**config.mk**
```make
export PLATFORM = sky130hd
export DESIGN_NAME = cantxa_ctrl
export DESIGN_NICKNAME = d
export VERILOG_FILES = /design/src/common/cantxa_pkg.sv /design/src/design/cantxa_bit_tick.sv /design/src/design/cantxa_ctrl.sv
export VERILOG_INCLUDE_DIRS = /design/src /design/src/common
export SDC_FILE = /design/constraint.sdc
export NUM_CORES = 1
export LEC_CHECK = 0
export BUFFER_PORTS_ARGS = -buffer_cell sky130_fd_sc_hd__buf_2
export CAP_MARGIN = 20
export CORE_ASPECT_RATIO = 1.5
export CORE_MARGIN = 2
export CORE_UTILIZATION = 49
export CTS_BUF_LIST = sky130_fd_sc_hd__clkbuf_16
export CTS_CLUSTER_SIZE = 24
export DETAILED_ROUTE_END_ITERATION = 12
export PLACE_DENSITY = 0.67
export SLEW_MARGIN = 20
export SYNTH_ARGS = -nofsm -noshare
export SYNTH_HDL_FRONTEND = slang
export SYNTH_SLANG_ARGS = --single-unit
```
**constraint.sdc**
```tcl
create_clock -name i_core_clk -period 3 [get_ports i_core_clk]
set_input_delay 0.75 -clock i_core_clk [delete_from_list [all_inputs] [get_ports i_core_clk]]
set_output_delay 0.75 -clock i_core_clk [all_outputs]
set_load 0.05 [all_outputs]
```
**src/common/cantxa_cfg.svh**
```systemverilog
`ifndef CANTXA_CFG_SVH
`define CANTXA_CFG_SVH
// Notes on behaviour
// After reset every buffer is unlocked and behaves as a receive buffer.
// Setting lock reserves the buffer for sending and blocks received bytes.
// Writing data byte 7 of a locked buffer raises its pending flag.
// Clearing lock on a pending buffer not on the bus cancels at once.
// Clearing lock while sending is ignored; software clears again afterwards.
// Software avoids clearing lock in the two bit times before start of frame.
// Abort sync reads set within two bit times, as internal request drops.
// Abort sync never drives a dominant pulse onto the transmit line.
// Software sets abort sync, polls for one, then clears lock.
// Software treats the abort as done when lock reads zero.
// Software clears abort sync afterwards; later sends need lock set.
// Clearing run lets the attempt end, then standby reports run zero.
// In standby clearing lock safely cancels that buffer's pending request.
// With no auto retransmit an errored frame is dropped, pending and busy clear.
// No auto retransmit keeps a frame pending after arbitration loss.
// Software waits for busy falling, then clears lock if still pending.
// Gap from busy falling to next start of frame exceeds software reaction.
// A successful attempt clears pending and busy.
// Clearing lock after arbitration loss aborts at once, clearing pending.
// Received identifier and data are written byte by byte into the buffer.
// Software sets phase segment two above 4 quanta or avoids multi-cycle writes.
// While busy, writes to the lock flag are ignored.
// A cancelled request never starts a frame from another or stale buffer.
// A request in the last intermission bit still sends own start of frame.

`define CANTXA_CSR_ADDR 12'h000
`define CANTXA_BUF_BASE 12'h040
`define CANTXA_IDX_IDH 4'h0
`define CANTXA_IDX_IDL 4'h1
`define CANTXA_IDX_D7 4'h9
`define CANTXA_IDX_BUFFER_CTRL_STATUS_REG 4'ha
`define CANTXA_CSR_RUN 0
`define CANTXA_CSR_SYNC 1
`define CANTXA_CSR_NO_AUTO_RETRANSMIT 3
`define CANTXA_BUFFER_CTRL_STATUS_REG_LOCK 0
`define CANTXA_BUFFER_CTRL_STATUS_REG_BUSY 1
`define CANTXA_BUFFER_CTRL_STATUS_REG_RDY 2
`define CANTXA_PREP_BITS 2
`define CANTXA_GAP_BITS 3
`define CANTXA_BIT_CYCLES 100
`endif

```
**src/common/cantxa_pkg.sv**
```systemverilog
package cantxa_pkg;
    typedef enum logic [1:0] {
        ST_IDLE = 2'b00,
        ST_WAIT = 2'b01,
        ST_PREP = 2'b10,
        ST_SEND = 2'b11
    } cantxa_state_e;

    typedef struct packed {
        logic valid;
        logic [1:0] bufn;
        logic [3:0] idx;
        logic [7:0] data;
    } cantxa_rx_wr_s;

    typedef struct packed {
        logic valid;
        logic ok;
        logic error;
        logic arb_lost;
    } cantxa_outcome_s;
endpackage

```
**src/design/cantxa_bit_tick.sv**
```systemverilog
`timescale 1ns/1ps
`include "cantxa_cfg.svh"
module cantxa_bit_tick #(
    parameter int BIT_CYCLES = `CANTXA_BIT_CYCLES
) (
    input wire logic i_core_clk,
    input wire logic i_rst_n,
    output logic o_tick
);
    localparam int CW = $clog2(BIT_CYCLES + 1);
    localparam logic [CW-1:0] LAST = CW'(BIT_CYCLES - 1);

    logic [CW-1:0] cnt_r;
    logic [CW-1:0] cnt_nxt;
    wire wrap = (cnt_r == LAST);

    assign cnt_nxt = wrap ? '0 : cnt_r + CW'(1);

    always_ff @(posedge i_core_clk or negedge i_rst_n) begin
        if (!i_rst_n) begin
            cnt_r <= '0;
            o_tick <= 1'b0;
        end else begin
            cnt_r <= cnt_nxt;
            o_tick <= wrap;
        end
    end
endmodule

```
**src/design/cantxa_ctrl.sv**
```systemverilog
// Added by the designer: the placing of the registers and register access over APB.
`timescale 1ns/1ps
`include "cantxa_cfg.svh"
module cantxa_ctrl #(
    parameter int NBUF = 3,
    parameter int BIT_CYCLES = `CANTXA_BIT_CYCLES
) (
    input wire logic i_core_clk,
    input wire logic i_rst_n,
    input wire logic i_psel,
    input wire logic i_penable,
    input wire logic i_pwrite,
    input wire logic [11:0] i_paddr,
    input wire logic [31:0] i_pwdata,
    output logic [31:0] o_prdata,
    output logic o_pready,
    output logic o_pslverr,
    input wire cantxa_pkg::cantxa_rx_wr_s i_rx_wr,
    input wire cantxa_pkg::cantxa_outcome_s i_outcome,
    input wire logic [3:0] i_tx_rd_idx,
    output logic [7:0] o_tx_rd_byte,
    output logic o_tx_start,
    output logic o_tx_sof,
    output logic [1:0] o_tx_buf,
    output logic o_tx_dominant
);
    localparam int SYNC_MAX = 2 * BIT_CYCLES + 4;

    // ****************************************
    // Bit timing
    // ****************************************
    logic bit_tick;

    cantxa_bit_tick #(
        .BIT_CYCLES(BIT_CYCLES)
    ) u_tick (
        .i_core_clk(i_core_clk),
        .i_rst_n(i_rst_n),
        .o_tick(bit_tick)
    );

    // ****************************************
    // APB decode
    // ****************************************
    function automatic logic buf_hit(input logic [11:0] a, input int b);
        logic [11:0] base;
        base = `CANTXA_BUF_BASE * 12'(b + 1);
        buf_hit = (a[11:6] == base[11:6]) && (a[1:0] == 2'b00)
            && (a[5:2] <= `CANTXA_IDX_BUFFER_CTRL_STATUS_REG);
    endfunction

    wire [3:0] reg_idx = i_paddr[5:2];
    wire csr_hit = (i_paddr == `CANTXA_CSR_ADDR);
    wire apb_do = i_psel && i_penable && o_pready;
    wire apb_wr = apb_do && i_pwrite;
    wire [7:0] wbyte = i_pwdata[7:0];

    logic [NBUF-1:0] hit;
    logic [NBUF-1:0] lock_r;
    logic [NBUF-1:0] busy_r;
    logic [NBUF-1:0] rdy_r;
    logic [7:0] mem [NBUF][10];

    logic run_req_r;
    logic run_stat_r;
    logic sync_req_r;
    logic sync_ack_r;
    logic no_auto_retransmit_r;

    cantxa_pkg::cantxa_state_e state_r;
    cantxa_pkg::cantxa_state_e state_nxt;
    logic [1:0] sel_r;
    logic [1:0] sel_nxt;
    logic [1:0] bcnt_r;
    logic [1:0] bcnt_nxt;
    logic start_nxt;

    // ****************************************
    // Per-buffer flags
    // ****************************************
    genvar gb;
    generate
        for (gb = 0; gb < NBUF; gb++) begin : g_buf
            wire mine = (sel_r == 2'(gb));
            wire wr_buffer_ctrl_status_reg = apb_wr && hit[gb] && (reg_idx == `CANTXA_IDX_BUFFER_CTRL_STATUS_REG);
            wire wr_d7 = apb_wr && hit[gb] && (reg_idx == `CANTXA_IDX_D7);
            wire done = i_outcome.valid && (state_r == cantxa_pkg::ST_SEND) && mine;
            wire drop = i_outcome.ok || (i_outcome.error && no_auto_retransmit_r);
            wire lock_wr_ok = wr_buffer_ctrl_status_reg && !busy_r[gb];
            wire cancel = lock_wr_ok && !wbyte[`CANTXA_BUFFER_CTRL_STATUS_REG_LOCK];
            wire lock_nxt = lock_wr_ok ? wbyte[`CANTXA_BUFFER_CTRL_STATUS_REG_LOCK] : lock_r[gb];
            wire busy_nxt = (start_nxt && (sel_nxt == 2'(gb))) ? 1'b1
                : (done ? 1'b0 : busy_r[gb]);
            wire rdy_nxt = (wr_d7 && lock_r[gb] && !busy_r[gb]) ? 1'b1
                : ((done && drop) || cancel) ? 1'b0 : rdy_r[gb];

            assign hit[gb] = buf_hit(i_paddr, gb);

            always_ff @(posedge i_core_clk or negedge i_rst_n) begin
                if (!i_rst_n) begin
                    lock_r[gb] <= 1'b0;
                    busy_r[gb] <= 1'b0;
                    rdy_r[gb] <= 1'b0;
                end else begin
                    lock_r[gb] <= lock_nxt;
                    busy_r[gb] <= busy_nxt;
                    rdy_r[gb] <= rdy_nxt;
                end
            end
        end
    endgenerate

    // ****************************************
    // Buffer RAM
    // ****************************************
    // Receive bytes win over a CPU write in the same cycle; software keeps
    // CPU writes to locked buffers, where no receive byte can land.
    wire [1:0] apb_buf = 2'(i_paddr[7:6] - 2'd1);
    wire apb_mem_wr = apb_wr && !csr_hit && (reg_idx < `CANTXA_IDX_BUFFER_CTRL_STATUS_REG)
        && (i_paddr[7:6] != 2'd0) && (32'(apb_buf) < NBUF) && hit[apb_buf];
    wire rx_ok = i_rx_wr.valid && (32'(i_rx_wr.bufn) < NBUF)
        && !lock_r[i_rx_wr.bufn] && (i_rx_wr.idx <= `CANTXA_IDX_D7);

    always_ff @(posedge i_core_clk) begin
        if (rx_ok) begin
            mem[i_rx_wr.bufn][i_rx_wr.idx] <= i_rx_wr.data;
        end else if (apb_mem_wr) begin
            mem[apb_buf][reg_idx] <= wbyte;
        end
    end

    // ****************************************
    // Transmit scheduler
    // ****************************************
    logic [1:0] pick;
    logic any_rdy;

    always_comb begin
        pick = 2'd0;
        any_rdy = 1'b0;
        for (int b = NBUF - 1; b >= 0; b--) begin
            if (rdy_r[b] && lock_r[b]) begin
                pick = 2'(b);
                any_rdy = 1'b1;
            end
        end
    end

    wire prep_last = bit_tick && (bcnt_r == 2'(`CANTXA_PREP_BITS - 1));
    wire gap_last = bit_tick && (bcnt_r == 2'(`CANTXA_GAP_BITS - 1));
    wire sel_live = rdy_r[sel_r] && lock_r[sel_r];

    always_comb begin
        state_nxt = state_r;
        sel_nxt = sel_r;
        bcnt_nxt = bcnt_r;
        start_nxt = 1'b0;
        unique case (state_r)
            cantxa_pkg::ST_IDLE: begin
                if (run_req_r && !sync_req_r && any_rdy) begin
                    state_nxt = cantxa_pkg::ST_PREP;
                    sel_nxt = pick;
                    bcnt_nxt = 2'd0;
                end
            end
            cantxa_pkg::ST_PREP: begin
                // A cancelled or synchronised request drops before start of
                // frame, so nothing stale is ever sent.
                if (!sel_live || sync_req_r || !run_req_r) begin
                    state_nxt = cantxa_pkg::ST_IDLE;
                end else if (prep_last) begin
                    state_nxt = cantxa_pkg::ST_SEND;
                    start_nxt = 1'b1;
                end else if (bit_tick) begin
                    bcnt_nxt = bcnt_r + 2'd1;
                end
            end
            cantxa_pkg::ST_SEND: begin
                if (i_outcome.valid) begin
                    state_nxt = cantxa_pkg::ST_WAIT;
                    bcnt_nxt = 2'd0;
                end
            end
            cantxa_pkg::ST_WAIT: begin
                // Enforced gap plus preparation keeps the next start of frame
                // well clear of a lock clear issued at busy falling.
                if (gap_last) begin
                    state_nxt = cantxa_pkg::ST_IDLE;
                end else if (bit_tick) begin
                    bcnt_nxt = bcnt_r + 2'd1;
                end
            end
        endcase
    end

    // The internal request is taken at start of frame, so only preparation
    // holds the ack back; waiting for a whole frame would break the bound.
    wire no_int_req = (state_r != cantxa_pkg::ST_PREP);
    wire sync_ack_nxt = sync_req_r && (sync_ack_r || no_int_req);
    wire run_stat_nxt = run_req_r || (state_r == cantxa_pkg::ST_SEND);

    always_ff @(posedge i_core_clk or negedge i_rst_n) begin
        if (!i_rst_n) begin
            state_r <= cantxa_pkg::ST_IDLE;
            sel_r <= 2'd0;
            bcnt_r <= 2'd0;
            sync_ack_r <= 1'b0;
            run_stat_r <= 1'b0;
        end else begin
            state_r <= state_nxt;
            sel_r <= sel_nxt;
            bcnt_r <= bcnt_nxt;
            sync_ack_r <= sync_ack_nxt;
            run_stat_r <= run_stat_nxt;
        end
    end

    // ****************************************
    // Link outputs
    // ****************************************
    always_ff @(posedge i_core_clk or negedge i_rst_n) begin
        if (!i_rst_n) begin
            o_tx_start <= 1'b0;
            o_tx_sof <= 1'b0;
            o_tx_buf <= 2'd0;
            o_tx_dominant <= 1'b0;
            o_tx_rd_byte <= 8'h00;
        end else begin
            o_tx_start <= start_nxt;
            o_tx_sof <= start_nxt;
            o_tx_buf <= sel_nxt;
            o_tx_dominant <= 1'b0;
            o_tx_rd_byte <= mem[sel_r][i_tx_rd_idx];
        end
    end

    // ****************************************
    // Control register and APB answer
    // ****************************************
    wire csr_wr = apb_wr && csr_hit;
    wire mapped = csr_hit || (|hit);
    wire [7:0] csr_rd = {4'h0, no_auto_retransmit_r, 1'b0, sync_ack_r, run_stat_r};
    wire [7:0] buffer_ctrl_status_reg_rd = {5'h00, rdy_r[apb_buf], busy_r[apb_buf], lock_r[apb_buf]};
    wire [7:0] rd_byte = csr_hit ? csr_rd : !mapped ? 8'h00
        : (reg_idx == `CANTXA_IDX_BUFFER_CTRL_STATUS_REG) ? buffer_ctrl_status_reg_rd : mem[apb_buf][reg_idx];
    wire ready_nxt = i_psel && i_penable && !o_pready;

    always_ff @(posedge i_core_clk or negedge i_rst_n) begin
        if (!i_rst_n) begin
            run_req_r <= 1'b0;
            sync_req_r <= 1'b0;
            no_auto_retransmit_r <= 1'b0;
            o_pready <= 1'b0;
            o_pslverr <= 1'b0;
            o_prdata <= 32'h0000_0000;
        end else begin
            if (csr_wr) begin
                run_req_r <= i_pwdata[`CANTXA_CSR_RUN];
                sync_req_r <= i_pwdata[`CANTXA_CSR_SYNC];
                no_auto_retransmit_r <= i_pwdata[`CANTXA_CSR_NO_AUTO_RETRANSMIT];
            end
            o_pready <= ready_nxt;
            o_pslverr <= ready_nxt && !mapped;
            o_prdata <= {24'h00_0000, rd_byte};
        end
    end

    // ****************************************
    // Checks
    // ****************************************
    wire wr_b0 = apb_wr && hit[0];

    a_reset_unlocked: assert property (@(posedge i_core_clk) disable iff (!i_rst_n)
        $rose(i_rst_n) |-> (lock_r == '0)) else $error("lock set after reset");
    a_req_on_byte7: assert property (@(posedge i_core_clk) disable iff (!i_rst_n)
        (wr_b0 && reg_idx == `CANTXA_IDX_D7 && lock_r[0] && !busy_r[0]) |=> rdy_r[0])
        else $error("byte 7 write did not raise pending");
    a_cancel_idle: assert property (@(posedge i_core_clk) disable iff (!i_rst_n)
        (wr_b0 && reg_idx == `CANTXA_IDX_BUFFER_CTRL_STATUS_REG && !busy_r[0] && !wbyte[0]) |=> !rdy_r[0])
        else $error("lock clear did not cancel");
    a_busy_lock_hold: assert property (@(posedge i_core_clk) disable iff (!i_rst_n)
        (wr_b0 && reg_idx == `CANTXA_IDX_BUFFER_CTRL_STATUS_REG && busy_r[0]) |=> $stable(lock_r[0]))
        else $error("lock changed while busy");
    a_sync_ack_time: assert property (@(posedge i_core_clk) disable iff (!i_rst_n)
        sync_req_r |-> ##[0:SYNC_MAX] sync_ack_r)
        else $error("abort sync not reported in time");
    a_ok_clears: assert property (@(posedge i_core_clk) disable iff (!i_rst_n)
        (state_r == cantxa_pkg::ST_SEND && i_outcome.valid && i_outcome.ok)
        |=> !rdy_r[$past(sel_r)] && !busy_r[$past(sel_r)])
        else $error("success left buffer pending");
    a_no_auto_retransmit_drop: assert property (@(posedge i_core_clk) disable iff (!i_rst_n)
        (state_r == cantxa_pkg::ST_SEND && i_outcome.valid && i_outcome.error && no_auto_retransmit_r)
        |=> !rdy_r[$past(sel_r)]) else $error("errored frame kept pending");
    a_arb_keeps: assert property (@(posedge i_core_clk) disable iff (!i_rst_n)
        (state_r == cantxa_pkg::ST_SEND && i_outcome.valid && i_outcome.arb_lost
        && !i_outcome.error && !i_outcome.ok && !apb_wr)
        |=> rdy_r[$past(sel_r)]) else $error("arbitration loss dropped frame");
    a_start_sof: assert property (@(posedge i_core_clk) disable iff (!i_rst_n)
        o_tx_start |-> o_tx_sof && busy_r[o_tx_buf] && !o_tx_dominant)
        else $error("start without own start of frame");
    a_gap_after_busy: assert property (@(posedge i_core_clk) disable iff (!i_rst_n)
        $fell(|busy_r) |-> !o_tx_start [*8]) else $error("restart too soon after busy");
    a_standby_run: assert property (@(posedge i_core_clk) disable iff (!i_rst_n)
        (!run_req_r && state_r != cantxa_pkg::ST_SEND) |=> !run_stat_r)
        else $error("run still reported in standby");
    a_no_stale_start: assert property (@(posedge i_core_clk) disable iff (!i_rst_n)
        start_nxt |-> rdy_r[sel_r] && lock_r[sel_r]) else $error("stale frame started");
endmodule

```
Word-level counts from Yosys, hierarchy flattened
Memory sizes are Yosys's and may differ from the RTL's.
Index checks and enable logic that the tools add are counted.
W data, S select, Z words.
{ "totals": {"ff_bits": 47, "ram_bits": 240, "out_inout_bits": 47, "word_cells": 238, "memories": 1} }
{ "memory_table": {"columns": ["name", "words", "width", "rd", "rd_ports_with_merged_regs", "write_ports", "line", "rtl"], "rows": [
  ["mem", 3, 80, 2, 0, 1, "cantxa_ctrl.sv:62", "logic [7:0] mem [NBUF][10];"]
]} }
{ "op_classes": {"add_sub_neg": 3, "order_cmp": 13, "eq_ne": 23, "mux": 72, "bitwise": 3, "reduce_logical": 99} }
{ "ops": {"columns": ["op", "count"], "rows": [
  ["$mux W80", 4],
  ["$reduce_or A80 Y1", 1],
  ["$mux W8", 9],
  ["$bmux W8 S4", 2],
  ["$demux W8 S4", 2],
  ["$logic_and A1 B1 Y1", 63],
  ["$mux W2", 17],
  ["$mux W1", 28],
  ["$pmux W2 S4", 2],
  ["$ge A5 B5 Y1 const B", 3],
  ["$not A4 Y5", 3],
  ["$bmux W1 S2", 7],
  ["$ne A2 B2 Y1 const B", 7],
  ["$reduce_bool A2 Y1", 7],
  ["$eq A6 B2 Y1 const B", 2],
  ["$logic_not A12 Y1", 1],
  ["$logic_not A1 Y1", 11],
  ["$eq A2 B2 Y1 const B", 5],
  ["$lt A5 B1 Y1 const B", 2],
  ["$logic_or A1 B1 Y1", 9],
  ["$lt A2 B3 Y1 const B", 3],
  ["$eq A2 B1 Y1 const B", 4],
  ["$eq A4 B4 Y1 const B", 2],
  ["$le A4 B4 Y1 const B", 2],
  ["other kinds (13)", 17]
]} }

Longest topological paths before layout
Gate-level depths: netlist of run 1.
{ "logic_depth": {"ltp_word": 13, "mapped_depth": 12, "depth_no_buf": 8} }

Cells and area by module
From an unflattened synthesis of run 1, not the netlist that was laid out.
{ "unflattened": {"hier_cells": 1041, "hier_area_um2": 14522.7} }
{ "by_module_without_submodules": {"columns": ["module", "instances", "cells_per_inst", "area_each_um2"], "rows": [
  ["cantxa_ctrl", 1, 1011, 14152.3],
  ["cantxa_bit_tick", 1, 30, 370.4]
]} }

Worst setup path after synthesis of run 1
Ideal clock, no wire load.
{ "synth_path": {"kind": "in2reg", "startpoint": "in i_paddr[6]", "endpoint": "mem mem[0][0] (netlist name), enable pin", "setup_time_ns": 0.373, "t_arrival_ns": 3.219, "t_required_ns": 2.627, "setup_slack_ns": -0.592, "stages": 11, "path_buffers": 4, "cell_sequence": "clkbuf_1 -> inv_2 -> buf_1 -> ha_1 -> buf_2 -> mux2i_1 -> o21ai_1 -> o2111a_1 -> buf_2 -> o2bb2ai_1 -> nor2b_1"} }
{ "synth_via": {"elab_chain_len": 12, "elab_cells_between_ends": 27, "classes_between": "add/sub (1); order compare (1); eq/ne (3); mux (7); reduce/logical (15)"} }
{ "synth_lines": {"columns": ["item", "line", "rtl"], "rows": [
  ["start: declaration", "cantxa_ctrl.sv:13", "input wire logic [11:0] i_paddr,"],
  ["branches (longest 12 deep; another with $mux W80)", null, null],
  ["end: declaration", "cantxa_ctrl.sv:62", null]
]} }
Parallel ways; which one is timed is not known. The select of a mux whose other input is x is not followed.

Worst setup path after layout of run 1
{ "layout_path": {"startpoint": "reg lock_r[0]", "endpoint": "mem mem[1][61] (netlist name), enable pin"} }
{ "layout_via": {"elab_chain_len": 9, "elab_cells_between_ends": 12, "classes_between": "mux (8); reduce/logical (4)"} }
{ "layout_lines": {"columns": ["item", "line", "rtl"], "rows": [
  ["start: declaration", "cantxa_ctrl.sv:59", "logic [NBUF-1:0] lock_r;"],
  ["start signal: indexed assignment", "cantxa_ctrl.sv:105", "lock_r[gb] <= lock_nxt;"],
  ["$bmux W1 S2 (*)", "cantxa_ctrl.sv:122", "&& !lock_r[i_rx_wr.bufn] && (i_rx_wr.idx <= `CANTXA_IDX_D7);"],
  ["$mux W1 (not written as such) (*)", "cantxa_ctrl.sv:122", null],
  ["$logic_not A1 Y1 (*)", "cantxa_ctrl.sv:122", null],
  ["$logic_and A1 B1 Y1 (*)", "cantxa_ctrl.sv:122", null],
  ["$logic_and A1 B1 Y1 (*)", "cantxa_ctrl.sv:121", "wire rx_ok = i_rx_wr.valid && (32'(i_rx_wr.bufn) < NBUF)"],
  ["$mux W1", "cantxa_ctrl.sv:125", "if (rx_ok) begin"],
  ["$mux W80 (not written as such)", "cantxa_ctrl.sv:128", "mem[apb_buf][reg_idx] <= wbyte;"],
  ["$reduce_or A80 Y1 (no line)", null, null],
  ["$mux W2 (no line) / $mux W80 (equally long branches)", null, null]
]} }
Mark *: on every way between the ends. The rest lies on a longest branch, timed or not. The select of a mux whose other input is x is not followed.

==> impl_results.md, run 1 <==
* H-tree depth at 1
* Slew margin rel. at 34.74%
* Max Fclk at 370.2 MHz
* Post-DR wirelength/cell at 28.72 um
* Synthesized cell area at 14500 sq um
* Number of antenna violations at the first check in global routing at 0
* Hold/Removal Path Class: primary input to asynchronous set/reset pin
* DRT antenna net count at 0
* Vias in the first global route at 10180
* Via Count at 10250
* Clock buffer depth at 3
* Syn_area_per_cell at 13.83 sq um
* CP delay by family, top: compound AO/OA/AOI/OAI gates
* Die span in y at 214.7 um
* Xor and xnor area share after synthesis at 0.2417%
* Adder-Cell Fraction of Synth Area at 1.122%
* Peak supply drop at 381.8 uV
* Final setup margin at 0.2986 ns
* Element type at the critical path end: flop
* Count leader, synth: edfxtp_1
* Post-Synth Simple-Gate Area at 8.874%
* Largest net degree at the start of global routing at 42
* Io pins at 119
* Seq cells post-synth at 287
* Startpoint class of the critical path: flop
* Bufs and invs on worst path at 2
* Global Route Usage Sum at 30.68%
* Clk root buf: clkbuf_16
* Slew @ Worst Pin at 0.9789 ns
* P_leak at 0.006260 uW
* Synth Area in Compound Gates at 10.28%
* Setup WS pre-CTS at -0.1488 ns
* Num CTS Buffers at 27
* Clock Skew at 0.01412 ns
* Final Slew Violations at 0
* N_diodes at 0
* Synthesis-to-finish area growth at 19.93%
* # rows at 77
* Synth area leader: edfxtp_1
* WS Path Type: flop to flop
* Yosys warns at 0
* Status: complete, no violations
* Detailed Route Iter0 Violations at 1014
* Starting density of the core at 49.49%
* First-pass GRT wire length at 67140 um
* GPL Wtd Cong at 1.010
* Top cell type's share of synthesized area at 49.72%
* Core Area at 29290 sq um
* Ys async rst share at 16.38%
* Nets at 1301
* Worst setup path startpoint: lock_r[0]
* Worst Reg-to-Reg Cells at 8
* WHS at 0.2706 ns
* Worst skew pair latency at 0.55 ns
* CTS sink cnt at 287
* Worst-path cell chain: nor2b_1 > a211oi_1 > o21ai_1 > o2111ai_4 > mux2i_2 > buf_4 > and2_1 > buf_4
* DRT Pass-1 Iters at 6
* Distinct cells, synth at 79
* Final hold vios at 0
* PostCTS Resize Cnt at 0
* R2R setup slack at 0.30 ns
* Max Cap Violations at 0
* Post-CTS Setup Bufs at 0
* Top cells by count, synth: edfxtp_1, nand2_1, mux4_2, nor2_1, mux2i_1
* Die outline width at 144.4 um
* Worst Path Max Fanout at 12
* HPWL Detailed at 34310 um
* Reg-to-Reg Start: lock_r[0]
* Pwr per Cell Area at 499.4 nW/um^2
* Most used cell, CP: buf_4
* Critical path data arrival time at 2.96 ns
* Final critical-path required period at 2.701 ns
* Aggregate routed wire length at 46780 um
* Port bufs at 68
* Gr ovfl total at 0
* Layout cell share with drive strength beyond 1 at 31.20%
* Total Die Area at 31000 sq um
* Final setup fails at 0
* Hold-fix buffers, CTS at 0
* Slowest-stage cell, CP: o2111ai_4
* PnR Total Power at 8681 uW
* Post-synthesis mux area share at 17.44%
* Filler cells at 2343
* Post-synth EDFFs at 240
* Seq/Total Area, Yosys at 57.83%
* CP max stage delay at 0.52 ns
* Critical Path RT at 3.26 ns
* Gate Count Post-Synth at 1048
* Top cells by area, synth: edfxtp_1, mux4_2, dfrtp_1
* FF-to-FF End: mem[1][61]
* Clock transition at path regs at 0.07 ns
* Number of remaining DRC errors at 0
* Largest family of logic cells by synthesized area: multiplexers
* Via/cell ratio at 6.293
* Main synth FF type: edfxtp_1
* Period utilization at 90.05%
* TritonCTS clock tree: yes
* Setup repair after global routing missed its margin: no
final cells by class:
type                    count  area, sq um  area share [%]
inverters                  21        81.33          0.4678
clock buffers              27        675.6           3.887
well taps                 395        494.2           2.843
multi-input cells         673         5720           32.91
repair buffers            206         1844           10.61
clock inverters            20        183.9           1.058
flip-flops and latches    287         8384           48.23
flip-flops by register name, indices dropped and copies added, names as in the netlist:
name                  cells
o_pslverr                 1
busy_r                    3
o_pready                  1
o_tx_sof                  1
mem                     240
lock_r                    3
no_auto_retransmit_r      1
sync_ack_r                1
u_tick.o_tick             1
bcnt_r                    2
u_tick.cnt_r              7
run_stat_r                1
rdy_r                     3
sync_req_r                1
o_tx_rd_byte              8
run_req_r                 1
o_prdata                  8
o_tx_buf                  2
state_r                   2
cells in the final DEF, fill, tap and decap left out, types with 21 or more instances in the layout:
cell type	n
buf_4	103
buf_2	66
dfrtp_1	46
mux4_2	70
edfxtp_1	240
buf_12	37
a21oi_1	55
conb_1	25
clkbuf_16	27
mux2_2	21
inv_1	21
o21ai_0	29
mux2i_1	62
nand2_1	76
nor2_1	65
report_power, final:
group	internal, uW	switching, uW
clock network	1900	1500
logic	314	607
registers	4350	10.6
layer usage:
layer / vias up / global-route usage, % / share of wire [%]
li1: 4394 / - / -
met1: 5141 / 35.65 / 34
met2: 558 / 51.66 / 50
met3: 159 / 3.774 / 7.2
met4: 0 / 22.23 / 9.1
met5: - / 0 / 0
worst reg2reg max path, delay by kind of cell, from the launching register on:
family / cells / cell delay (ns)
AOI/OAI and AO/OA: 3 / 0.99
buffers and inverters: 2 / 0.41
DFF: 1 / 0.39
and+or+nand+nor: 2 / 0.35
muxes: 1 / 0.27
metrics by stage:
| stage | setup TNS (ns) | cells | cell area (sq um) | utilization, % |
|---|---|---|---|---|
| 2_1_floorplan | 0 | 1072 | 14730 | - |
| 3_3_place_gp | -20.15 | 1582 | 16520 | 56.42 |
| 3_5_place_dp | -25.40 | 1582 | 16520 | 56.42 |
| 4_1_cts | 0 | 1629 | 17380 | 59.36 |
| 5_1_grt | 0 | 1629 | 17380 | 59.36 |
| 6_report | 0 | 1629 | 17380 | 59.36 |
worst max-delay path by stage:
stage	slack, ns	cells past startpoint	end
finish	0.30	8	mem[1][61]
global route	0.18	8	mem[1][62]
CTS	0.32	8	mem[1][61]
detailed placement	-0.15	9	mem[0][72]
global placement	-0.13	9	mem[0][79]
floorplan	0.04	10	mem[0][0]
kinds of logic (layout without fill, tap and decap cells):
group	count (synthesis)	in the layout
adders and majority gates	13	13
and+or+nand+nor	255	255
buffers and inverters	112	274
other	1	25
DFF	287	287
muxes	161	161
xor gates and xnor gates	4	4
AOI/OAI and AO/OA	215	215
Power figures use the tool's default switching activity.
==> run 2: changes to the inputs <==
- ABC_AREA: default -> 1
==> run 2 against run 1 <==
  * Setup slack improved by 0.029 ns
  * Final area down 0.53%
  * Maximum frequency up 1.1%
  * Synthesized cell count up 50%
  * Core utilization shrank 0.89 points
  * Clock-buffer cell count is 3 higher
  * Combinational power grew 18%
  * Sequential cell count stayed put
  * Clock power grew 8.2%
  * Worst hold slack worse by 0.094 ns
  * Critical endpoint is now o_tx_buf[1]
==> impl_results.md, run 2 <==
* Status: complete, no violations
* Final setup margin at 0.3277 ns
* Final Slew Violations at 0
* Top cell type's share of synthesized area at 48.86%
* Worst-path cell chain: buf_4 > buf_2
* Slowest-stage cell, CP: buf_4
* WS Path Type: flop to primary output
* Clock buffer depth at 3
* N_diodes at 0
* Post-DR wirelength/cell at 23.22 um
* Num CTS Buffers at 27
* Top cells by count, synth: nand2_1, edfxtp_1, nand3_1, inv_1, o21ai_0
* Hold/Removal Path Class: primary input to asynchronous set/reset pin
* Pwr per Cell Area at 529.6 nW/um^2
* WHS at 0.1769 ns
* Top cells by area, synth: edfxtp_1, nand2_1, dfrtp_1
* Via Count at 12410
* Max Cap Violations at 0
* Worst Path Max Fanout at 47
* PostCTS Resize Cnt at 0
* Final hold vios at 0
* Synth area leader: edfxtp_1
* Clk root buf: clkbuf_16
* Via/cell ratio at 5.929
* Startpoint class of the critical path: flop
* CTS sink cnt at 287
* Layout cell share with drive strength beyond 1 at 17.26%
* Post-synth EDFFs at 240
* Slew @ Worst Pin at 0.9034 ns
* Seq/Total Area, Yosys at 56.84%
* Count leader, synth: nand2_1
* HPWL Detailed at 33770 um
* Aggregate routed wire length at 48590 um
* Post-CTS Setup Bufs at 0
* Clock transition at path regs at 0.07 ns
* Starting density of the core at 49.87%
* Setup repair after global routing missed its margin: no
* Bufs and invs on worst path at 2
* Vias in the first global route at 12250
* Worst skew pair latency at 0.57 ns
* GPL Wtd Cong at 1.004
* Distinct cells, synth at 49
* Main synth FF type: edfxtp_1
* Global Route Usage Sum at 30.61%
* Port bufs at 68
* First-pass GRT wire length at 72670 um
* Number of remaining DRC errors at 0
* Synthesis-to-finish area growth at 17.25%
* Core Area at 29580 sq um
* Ys async rst share at 16.38%
* Slew margin rel. at 39.22%
* Yosys warns at 0
* Most common cell after layout, fill and taps aside: nand2_1
* Total Die Area at 31530 sq um
* Nets at 1762
* Critical path data arrival time at 1.92 ns
* Fin util at 58.47%
* P_leak at 0.006886 uW
* Gr ovfl total at 0
* Seq cells post-synth at 287
* Largest Register: mem
* Period utilization at 89.08%
* Die outline width at 145.7 um
* Syn_area_per_cell at 9.406 sq um
* Commonest cells after routing, fill and taps aside: nand2_1, edfxtp_1, nand3_1
* Filler cells at 2558
* Detailed Route Iter0 Violations at 1261
* Max Fclk at 374.2 MHz
* Peak supply drop at 378.3 uV
* Largest net degree at the start of global routing at 48
* Io pins at 119
* CP max stage delay at 0.54 ns
* Top flop regs: mem: 240 flops, o_prdata: 8 flops, o_tx_rd_byte: 8 flops
* Number of antenna violations at the first check in global routing at 0
* CP delay by family, top: buffers and inverters
* Die span in y at 216.5 um
* Synthesized cell area at 14750 sq um
* Total negative slack at 0 ns
* Max reg flops at 240
* Final instance area at 17290 sq um
* Setup WS pre-CTS at -0.1770 ns
* Clock Skew at 0.01111 ns
* Final critical-path required period at 2.672 ns
* TritonCTS clock tree: yes
* Critical Path RT at 2.25 ns
* Hold-fix buffers, CTS at 0
* # rows at 77
* Final setup fails at 0
* Gate Count Post-Synth at 1568
* Cell area after placement at 16330 sq um
* DRT Pass-1 Iters at 6
* Element type at the critical path end: primary output
* H-tree depth at 1
* DRT antenna net count at 0
run 2: cell type report:
type | instances | area (sq um) | share of cell area [%]
sequential | 287 | 8384 | 48.48
multi-input combinational | 1062 | 5634 | 32.58
timing repair buffer | 159 | 1289 | 7.452
clock buffer | 30 | 750.7 | 4.341
inverter | 140 | 535.5 | 3.097
tap | 395 | 494.2 | 2.858
clock inverter | 20 | 205.2 | 1.187
run 2: cells by family after synthesis:
| logic type | after synthesis | share of synthesized area [%] |
|---|---|---|
| buffers and inverters | 243 | 7.550 |
| xor gates and xnor gates | 2 | 0.1188 |
| DFF | 287 | 56.84 |
| and+or+nand+nor | 718 | 21.77 |
| other | 1 | 0.02543 |
| adders and majority gates | 13 | 1.103 |
| AOI/OAI and AO/OA | 304 | 12.60 |
run 2: final timing paths:
kind                       slack, ns  cells past startpoint              end             from
max                             0.33                      2      o_tx_buf[1]      o_tx_buf[1]
max reg2reg                     0.48                     11       mem[0][60]        lock_r[2]
min in group i_core_clk         0.44                      3         o_pready        i_penable
min reg2reg                     0.46                      1  u_tick.cnt_r[0]  u_tick.cnt_r[0]
min                             0.18                      1        lock_r[1]          i_rst_n
max in group asynchronous       2.40                      1  u_tick.cnt_r[0]          i_rst_n
run 2: through the flow:
stage	total power, uW	cells
after floorplan	5149	1592
after CTS	9167	2093
after detailed placement	5544	2043
after global routing	9404	2093
after global placement	5527	2043
final	9158	2093
run 2: layer usage:
metal	track usage (%)	part of all wire (%)	up-vias
li1	-	-	5627
met1	36.18	35	5929
met2	53.38	50	691
met3	4.737	8.9	163
met4	17.03	6.2	0
met5	0	0	-
run 2: power by group:
part	switching (uW)	total (uW)	leakage, uW	internal (uW)
registers	23.3	4390	0.00278	4360
clock network	1530	3680	0.000487	2150
logic	784	1090	0.00362	308
